`src/shpws_pkg.sv`:
```
/*
 * Package for the scan host port wait-state block: register addresses,
 * status bit layout, state encoding and carrier structs.
 * Assumes nothing of its surroundings.
 */
package shpws_pkg;
    localparam int unsigned DATA_W        = 8;
    localparam int unsigned ADDR_W        = 3;
    localparam logic [2:0]  ADDR_STATUS   = 3'h0;
    localparam logic [2:0]  ADDR_SCAN_IN  = 3'h1;
    localparam int unsigned STATUS_RDY_BIT = 7;
    localparam logic [7:0]  RESET_DATA    = 8'h00;
    localparam int unsigned BUF_DEPTH     = 2;

    typedef enum logic [3:0] {
        SHPWS_IDLE  = 4'h1,
        SHPWS_STALL = 4'h2,
        SHPWS_DRIVE = 4'h4,
        SHPWS_DONE  = 4'h8
    } shpws_state_e;

    typedef struct packed {
        logic              strobe_n;
        logic              read_n_write;
        logic [ADDR_W-1:0] addr;
    } shpws_host_s;

    typedef struct packed {
        logic [DATA_W-1:0] data;
        logic              data_oe;
        logic              ready;
    } shpws_answer_s;
endpackage : shpws_pkg

```
`src/shpws_port.sv`:
```
/*
 * Host read path of the scan-bus master: asynchronous host strobe,
 * hardware wait states on an empty scan-input buffer, status polling,
 * and the test access port output enable.
 * Assumes scan processing pushes bytes on mclk and the host honours ready.
 */
`timescale 1ns/1ps
`default_nettype none
module shpws_port #(
    parameter int unsigned BUF_W = shpws_pkg::DATA_W,
    parameter int unsigned BUF_D = shpws_pkg::BUF_DEPTH
) (
    input  wire logic                  mclk,
    input  wire logic                  rstn,
    input  wire shpws_pkg::shpws_host_s host_in,
    output shpws_pkg::shpws_answer_s   host_out,
    input  wire logic                  scan_in_valid,
    output logic                       scan_in_ready,
    input  wire logic [BUF_W-1:0]      scan_in_data,
    input  wire logic                  test_port_output_enable_n,
    input  wire logic                  tck_int,
    input  wire logic                  tms_int,
    input  wire logic                  tdo_int,
    input  wire logic                  trst_int,
    output logic [3:0]                 tap_out,
    output logic [3:0]                 tap_oe
);
    import shpws_pkg::*;

    typedef struct packed {
        shpws_host_s       sync1;
        shpws_host_s       sync2;
        logic              toe_s1;
        logic              toe_s2;
        shpws_state_e      state;
        logic [BUF_W-1:0]  data;
        logic              data_oe;
        logic              ready;
        logic              tap_en;
        logic [3:0]        tap_q;
    } shpws_port_s;

    shpws_port_s st_reg;
    shpws_port_s st_next;
    logic             buf_valid;
    logic             buf_pop;
    logic [BUF_W-1:0] buf_data;

    shpws_buf #(
        .WIDTH (BUF_W),
        .DEPTH (BUF_D)
    ) u_buf (
        .mclk      (mclk),
        .rstn      (rstn),
        .in_valid  (scan_in_valid),
        .in_ready  (scan_in_ready),
        .in_data   (scan_in_data),
        .out_valid (buf_valid),
        .out_ready (buf_pop),
        .out_data  (buf_data)
    );

    function automatic logic is_read(input shpws_host_s h, input logic [2:0] a);
        return !h.strobe_n && h.read_n_write && (h.addr == a);
    endfunction : is_read

    ////////////////////////////////////////////////////////////////////////////
    // Host access sequencer
    always_comb begin
        st_next        = st_reg;
        buf_pop        = 1'b0;
        st_next.sync1  = host_in;
        st_next.sync2  = st_reg.sync1;
        st_next.toe_s1 = test_port_output_enable_n;
        st_next.toe_s2 = st_reg.toe_s1;
        st_next.tap_en = !st_reg.toe_s2;
        st_next.tap_q  = {trst_int, tdo_int, tms_int, tck_int};
        case (st_reg.state)
            SHPWS_IDLE: begin
                st_next.ready = 1'b1;
                if (is_read(st_reg.sync2, ADDR_SCAN_IN)) begin
                    st_next.data_oe = 1'b1;
                    if (buf_valid) begin
                        st_next.data  = buf_data;
                        buf_pop       = 1'b1;
                        st_next.state = SHPWS_DRIVE;
                    end else begin
                        st_next.ready = 1'b0;
                        st_next.state = SHPWS_STALL;
                    end
                end else if (is_read(st_reg.sync2, ADDR_STATUS)) begin
                    st_next.data_oe = 1'b1;
                    st_next.data    = RESET_DATA;
                    st_next.data[STATUS_RDY_BIT] = buf_valid;
                    st_next.state   = SHPWS_DRIVE;
                end else if (!st_reg.sync2.strobe_n) begin
                    st_next.state = SHPWS_DONE;
                end
            end
            SHPWS_STALL: begin
                if (st_reg.sync2.strobe_n) begin
                    st_next.ready   = 1'b1;
                    st_next.data_oe = 1'b0;
                    st_next.state   = SHPWS_IDLE;
                end else if (buf_valid) begin
                    st_next.data  = buf_data;
                    st_next.ready = 1'b1;
                    buf_pop       = 1'b1;
                    st_next.state = SHPWS_DRIVE;
                end
            end
            SHPWS_DRIVE: begin
                if (st_reg.sync2.strobe_n) begin
                    st_next.data_oe = 1'b0;
                    st_next.state   = SHPWS_IDLE;
                end
            end
            SHPWS_DONE: begin
                if (st_reg.sync2.strobe_n) begin
                    st_next.state = SHPWS_IDLE;
                end
            end
            default: begin
                st_next.state = SHPWS_IDLE;
            end
        endcase
    end

    always_ff @(posedge mclk or negedge rstn) begin
        if (!rstn) begin
            st_reg         <= '0;
            st_reg.sync1   <= '1;
            st_reg.sync2   <= '1;
            st_reg.toe_s1  <= 1'b1;
            st_reg.toe_s2  <= 1'b1;
            st_reg.state   <= SHPWS_IDLE;
            st_reg.ready   <= 1'b1;
        end else begin
            st_reg <= st_next;
        end
    end

    ////////////////////////////////////////////////////////////////////////////
    // Outputs
    assign host_out.data    = st_reg.data;
    assign host_out.data_oe = st_reg.data_oe;
    assign host_out.ready   = st_reg.ready;
    assign tap_out          = st_reg.tap_q;
    assign tap_oe           = {4{st_reg.tap_en}};
endmodule : shpws_port
`default_nettype wire

```
`src/shpws_buf.sv`:
```
/*
 * Two-entry buffer with valid and ready on both sides.
 * Assumes one clock domain shared by filler and drainer.
 */
`timescale 1ns/1ps
`default_nettype none
module shpws_buf #(
    parameter int unsigned WIDTH = 8,
    parameter int unsigned DEPTH = 2
) (
    input  wire logic             mclk,
    input  wire logic             rstn,
    input  wire logic             in_valid,
    output logic                  in_ready,
    input  wire logic [WIDTH-1:0] in_data,
    output logic                  out_valid,
    input  wire logic             out_ready,
    output logic [WIDTH-1:0]      out_data
);
    import shpws_pkg::*;
    localparam int unsigned PW = $clog2(DEPTH);

    typedef struct packed {
        logic [DEPTH-1:0][WIDTH-1:0] mem;
        logic [PW-1:0]               wptr;
        logic [PW-1:0]               rptr;
        logic [PW:0]                 count;
    } shpws_buf_s;

    shpws_buf_s st_reg;
    shpws_buf_s st_next;
    logic       push;
    logic       pop;

    assign in_ready  = (st_reg.count != (PW+1)'(DEPTH));
    assign out_valid = (st_reg.count != '0);
    assign out_data  = st_reg.mem[st_reg.rptr];
    assign push      = in_valid && in_ready;
    assign pop       = out_valid && out_ready;

    always_comb begin
        st_next = st_reg;
        if (push) begin
            st_next.mem[st_reg.wptr] = in_data;
            st_next.wptr = (st_reg.wptr == PW'(DEPTH-1)) ? '0 : st_reg.wptr + PW'(1);
        end
        if (pop) begin
            st_next.rptr = (st_reg.rptr == PW'(DEPTH-1)) ? '0 : st_reg.rptr + PW'(1);
        end
        if (push && !pop) begin
            st_next.count = st_reg.count + (PW+1)'(1);
        end else if (pop && !push) begin
            st_next.count = st_reg.count - (PW+1)'(1);
        end
    end

    always_ff @(posedge mclk or negedge rstn) begin
        if (!rstn) begin
            st_reg <= '0;
        end else begin
            st_reg <= st_next;
        end
    end
endmodule : shpws_buf
`default_nettype wire

```
`config.mk`:
```
export PLATFORM = sky130hd
export DESIGN_NAME = shpws_port
export DESIGN_NICKNAME = d
export VERILOG_FILES = /design/src/shpws_pkg.sv /design/src/shpws_port.sv /design/src/shpws_buf.sv
export SDC_FILE = /design/constraint.sdc
export NUM_CORES = 1
export LEC_CHECK = 0
export BUFFER_PORTS_ARGS = -buffer_cell sky130_fd_sc_hd__buf_4
export CAP_MARGIN = 20
export CELL_PAD_IN_SITES_DETAIL_PLACEMENT = 0
export CELL_PAD_IN_SITES_GLOBAL_PLACEMENT = 1
export CORE_MARGIN = 8
export CORE_UTILIZATION = 48
export CTS_CLUSTER_DIAMETER = 50
export DETAILED_ROUTE_END_ITERATION = 8
export GPL_TIMING_DRIVEN = 0
export PLACE_DENSITY_LB_ADDON = 0.1
export SKIP_LAST_GASP = 1
export SLEW_MARGIN = 20
export SYNTH_ARGS = -nofsm -noshare
export SYNTH_HDL_FRONTEND = slang
export SYNTH_SLANG_ARGS = --single-unit
```
`constraint.sdc`:
```
create_clock -name mclk -period 4.4 [get_ports mclk]
set_clock_uncertainty 0.05 [all_clocks]
set_input_delay 0.88 -clock mclk [delete_from_list [all_inputs] [get_ports mclk]]
set_output_delay 0.88 -clock mclk [all_outputs]
set_load 0.005 [all_outputs]
```
**Word level (Yosys, flattened, before mapping)**

Cells that the tools add are included.

- Magnitude comparators: 3
- Equal/unequal tests: 14
- Reduce and logical (&&, ||, !) cells: 23
- Add/sub/neg operators: 4
- Muxes and demuxes: 31

Operators by type and width:

| operator | count |
|---|---|
| 2-to-1 mux 8 bit | 5 |
| bitwise mux 16 bit | 1 |
| 2-to-1 mux 4 bit | 4 |
| one-hot mux 8 bit (2 select lines) | 1 |
| 2-to-1 mux 13 bit | 1 |
| 2-to-1 mux 12 bit | 1 |
| one-hot mux 4 bit (3 select lines) | 1 |
| 2-to-1 mux 1 bit | 9 |
| 2-to-1 mux 9 bit | 1 |
| inequality test 3 bit, second input constant | 3 |
| demux 8 bit (select 1 bit) | 1 |
| logical AND 1 bit | 8 |
| nonzero test 2 bit | 4 |
| inequality test 2 bit, second input constant | 3 |
| one-hot mux 1 bit (2 select lines) | 3 |
| AND reduction 3 bit | 2 |
| AND reduction 5 bit | 1 |
| == test 4 x 1 -> 1 bit, second input constant | 1 |
| == test 4 x 2 -> 1 bit, second input constant | 1 |
| == test 4 x 3 -> 1 bit, second input constant | 1 |
| == test 4 bit, second input constant | 1 |
| logical NOT 1 bit | 4 |
| < comparator 1 x 2 -> 1 bit, second input constant | 2 |
| 2-to-1 mux 2 bit | 2 |
| 11 further kinds | 14 |

- Input port bits: 21
- Output and inout bits: 19
- Logic and storage cells: 94
- Register bits after elaboration: 51

**Longest topological paths before layout**

- Word-level depth: 9
- Mapped depth: 9
- Mapped depth without buffers: 8

**Modules after synthesis**

From an unflattened synthesis, not the netlist that was laid out.

- Cells, all modules: 171
- Area total of the unflattened synthesis: 2359.8 um^2

Modules (own cells, without submodules):

| module | cells each | sequential area each (um^2) | times used | area each (um^2) |
|---|---|---|---|---|
| shpws_port | 111 | 793.3 | 1 | 1390.1 |
| shpws_buf | 60 | 500.5 | 1 | 969.7 |

**Least setup slack after synthesis**

No wires, ideal clock.

- Path kind: flip-flop to flip-flop
- Start: register st_reg[15] (netlist bit)
- End: register u_buf.st_reg[1] (netlist bit)
- Path slack: 2.385 ns
- Cell stages (with the launch flop): 8
- Required time: 4.271 ns
- Setup time: 0.079 ns
- Arrival: 1.886 ns
- Cells stage by stage: dfstp_2 nor4b_4 nand3_1 a21oi_1 inv_1 ha_1 nor2_1 xor2_1

- Longest elaborated chain between the ends: 6
- Elaborated cells between the ends (all ways): 9

Ends and longest elaborated chain:

| item | line | RTL |
|---|---|---|
| from (decl) | shpws_port.sv:43 | `shpws_port_s st_reg;` |
| from (signal assigned) | shpws_port.sv:139 | `st_reg <= st_next;` |
| == test 4 x 2 -> 1 bit or == test 4 x 1 -> 1 bit (tied branches) | shpws_port.sv:78 | `case (st_reg.state)` |
| one-hot mux 1 bit (2 select lines) (*) | shpws_port.sv:78 |  |
| logical AND 1 bit (*) | shpws_buf.sv:39 | `assign pop = out_valid && out_ready;` |
| logical NOT 1 bit | shpws_buf.sv:50 | `if (push && !pop) begin` |
| logical AND 1 bit | shpws_buf.sv:50 |  |
| 2-to-1 mux 2 bit or nonzero test 2 bit (tied branches) | -- |  |
| to (signal assigned) | shpws_buf.sv:61 | `st_reg <= st_next;` |
| to (decl) | shpws_buf.sv:30 | `shpws_buf_s st_reg;` |

Every way passes the cells marked *; elsewhere a longest branch is shown, timed or not.
A chain may end at the register's enable or synchronous reset.

**Worst setup path in the final report**

Ends and elaborated chain as after synthesis.

==> results by group <==
Outcome
  – Status: finished clean

Floorplanning
  – Die height: ~84 um
  – Row cnt: 25
  – Starting density of the core: around half
  – Die Wd: approximately 84 um
  – Core area: around 0.0046 mm2
  – Die ar.: slightly above 0.007 mm2
  – I/O pin total: 40

Yosys
  – Average cell area after synthesis: approximately 14 um2
  – Share of the synthesized area in the top cell type: roughly 41%
  – Sequential element share of the synthesized area: between 50 and 60%
  – YS warnings: 0
  – Synthesized Nets: 188
  – Synthesized area: ~0.0022 mm2
  – Synth top area cells: dfrtp_1, dfstp_2, mux2_2
  – Synthesized instance count: ~170
  – Synth area leader: dfrtp_1
  – Synth unique cells: 36
  – Yosys reg bits: between 50 and 60

STA
  – Max-slew violation count: 0
  – Share of the cycle needed by the critical path after routing: approximately 51%
  – Worst Slack Setup Final: around 2.1 ns
  – Final setup viols: 0
  – Fmax: around 440 MHz
  – Slew @ Worst Pin: between 0.6 and 0.7 ns
  – Setup TNS: 0 ns
  – RSZ-0062 raised after global routing: false
  – Slew margin rel.: between 50% and 60%
  – Hold Vio Cnt, Final: 0
  – Post-layout min period: roughly 2.3 ns

Clocking
  – Clock sinks: ~50
  – Root buf cell: clkbuf_8
  – Clk buf depth: 2
  – H-Tree Depth: 2
  – Post-CTS setup buffer count: 0
  – Num CTS Buffers: 5
  – Hold buffer count at CTS: 0
  – Worst-path clk slew: 0.08 ns
  – CTS tree: yes
  – Post-cts repair resize count: 0
  – Worst skew pair latency: slightly below 0.3 ns

Routing
  – Vias post-DR: roughly 1300
  – DRT iter0 DRCs: 43
  – Pre-antenna DRT Iters: 4
  – Drc violations: 0
  – Vias/cell: between 4 and 5
  – Final wirelength: between 3 and 4 mm
  – Routed Antenna Nets: 0
  – DR WL/cell: between 10 and 15 um

Power
  – Peak supply drop: about 0.27 mV
  – Leak pwr: 1.29 nW
  – Power Dens Cells: between 500 and 600 mW/mm2
  – Power Total: between 1 and 1.5 mW

Critical path
  – Crit path capture: u_buf.st_reg[1]
  – CP required: 4.57 ns
  – Crit Reg-Reg Startpoint: st_reg[15]
  – CP Launch Point: st_reg[15]
  – FF-to-FF End: u_buf.st_reg[1]
  – Worst setup SP type: flop
  – Worst reg2reg path depth: 7
  – WP data arrival: approximately 2.4 ns
  – Crit Path Category: reg2reg
  – Reg2reg setup slack: 2.13 ns
  – CP endpoint kind: flop
  – CP Max Fanout: 7

Run
  – Max Cap Viol: 0

Final layout
  – Commonest non-fill, non-tap cell in the layout: buf_4
  – Share of post-route cells with drive strength above 1: between 50% and 60%
  – N_diodes: 0
  – Nets: between 200 and 250
  – Number of flip-flops under the largest register name: 20
  – Syn-to-layout area delta: 20.5%
  – Commonest cells after routing, fill and taps aside: buf_4, dfrtp_1, mux2_2, dfstp_2, nor2_1

Placed design
  – Port Buffers: 39
  – Post-DP HPWL: ~2.8 mm
  – Placer Congestion: 0.801
  – Placement Setup Slack: between 2 and 2.5 ns

Global route
  – Vias in the first global route: between 1000 and 1500
  – Largest net degree at the start of global routing: between 50 and 60
  – Gr usage total: about 11%
  – Global-route wire length before repair: around 6.3 mm
  – GRT Residual Overflow: 0
  – Initial antenna violation count: 0

Hold path
  – Hold Crit Class: reg2reg
## layer usage
metal | vias to the layer above | track usage (%) | wire [um]
li1 | 636 | - | -
met1 | 610 | 13.8 | 1720
met2 | 27 | 17.2 | 1730
met3 | 4 | 4.49 | 208
met4 | 0 | 3.88 | 26
met5 | - | 0 | 0
## cell families after synthesis
| family | Yosys count | synth area share (%) |
|---|---|---|
| mux | 34 | 17.9 |
| simple gates | 28 | 8.31 |
| xor+xnor | 8 | 3.12 |
| compound gates | 16 | 4.35 |
| flops | 51 | 57.6 |
| fa+ha+maj | 1 | 0.557 |
| buf+inv | 28 | 8.14 |
## per-stage QoR
stage | hold WS [ns] | instances | instance area, um2 | utilization (%)
finish | 0.301 | 267 | 2710 | 58.4
global placement | 0.296 | 259 | 2610 | 56.3
CTS | 0.302 | 267 | 2710 | 58.4
floorplan | 0.295 | 166 | 2240 | -
global route | 0.307 | 267 | 2710 | 58.4
detailed placement | 0.297 | 259 | 2610 | 56.3
## synthesized netlist by cell type (all sizes together)
| cell type | count |
|---|---|
| a21o | 2 |
| a21oi | 6 |
| a31oi | 2 |
| a32oi | 1 |
| buf | 21 |
| clkbuf | 2 |
| dfrtp | 37 |
| dfstp | 14 |
| ha | 1 |
| inv | 5 |
| mux2 | 25 |
| mux2i | 9 |
| nand2 | 2 |
| nand2b | 2 |
| nand3 | 2 |
| nand3b | 1 |
| nor2 | 14 |
| nor2b | 1 |
| nor4b | 3 |
| nor4bb | 1 |
| o211ai | 2 |
| o21ai | 2 |
| o22ai | 1 |
| or2 | 2 |
| xnor2 | 2 |
| xor2 | 6 |
## worst max-delay path: stages (launching register included)
cell and delay (ns):
dfstp_2 0.60, nor4b_4 0.39, nand3_1 0.19, a21oi_1 0.27, inv_1 0.08, ha_1 0.33, nor2_1 0.13, xor2_1 0.14
## cell type report
type                    instances  area (um2)
inverters                       5        18.8
flip-flops and latches         51        1290
fillers                       391        1920
clock buffers                   8         100
plain buffers                  23         164
repair buffers                 39         293
multi-input cells              87         768
well taps                      54        67.6
## how the worst min path moves through the flow
| stage | startpoint | end | slack (ns) | depth (start not counted) |
|---|---|---|---|---|
| 6_report | st_next[22] | st_reg[22] | 0.30 | 0 |
| 5_1_grt | st_next[22] | st_reg[22] | 0.31 | 0 |
| 4_1_cts | st_next[22] | st_reg[22] | 0.30 | 0 |
| 3_5_place_dp | st_next[21] | st_reg[21] | 0.30 | 0 |
| 3_3_place_gp | st_next[24] | st_reg[24] | 0.30 | 0 |
| 2_1_floorplan | st_next[19] | st_reg[19] | 0.30 | 0 |
## where the power goes
part	internal, mW	switching, mW	total (mW)
sequential	0.606	0.0776	0.683
combinational	0.269	0.207	0.476
clock	0.143	0.135	0.279
total	1.02	0.420	1.44
(Power assumes the default switching activity.)
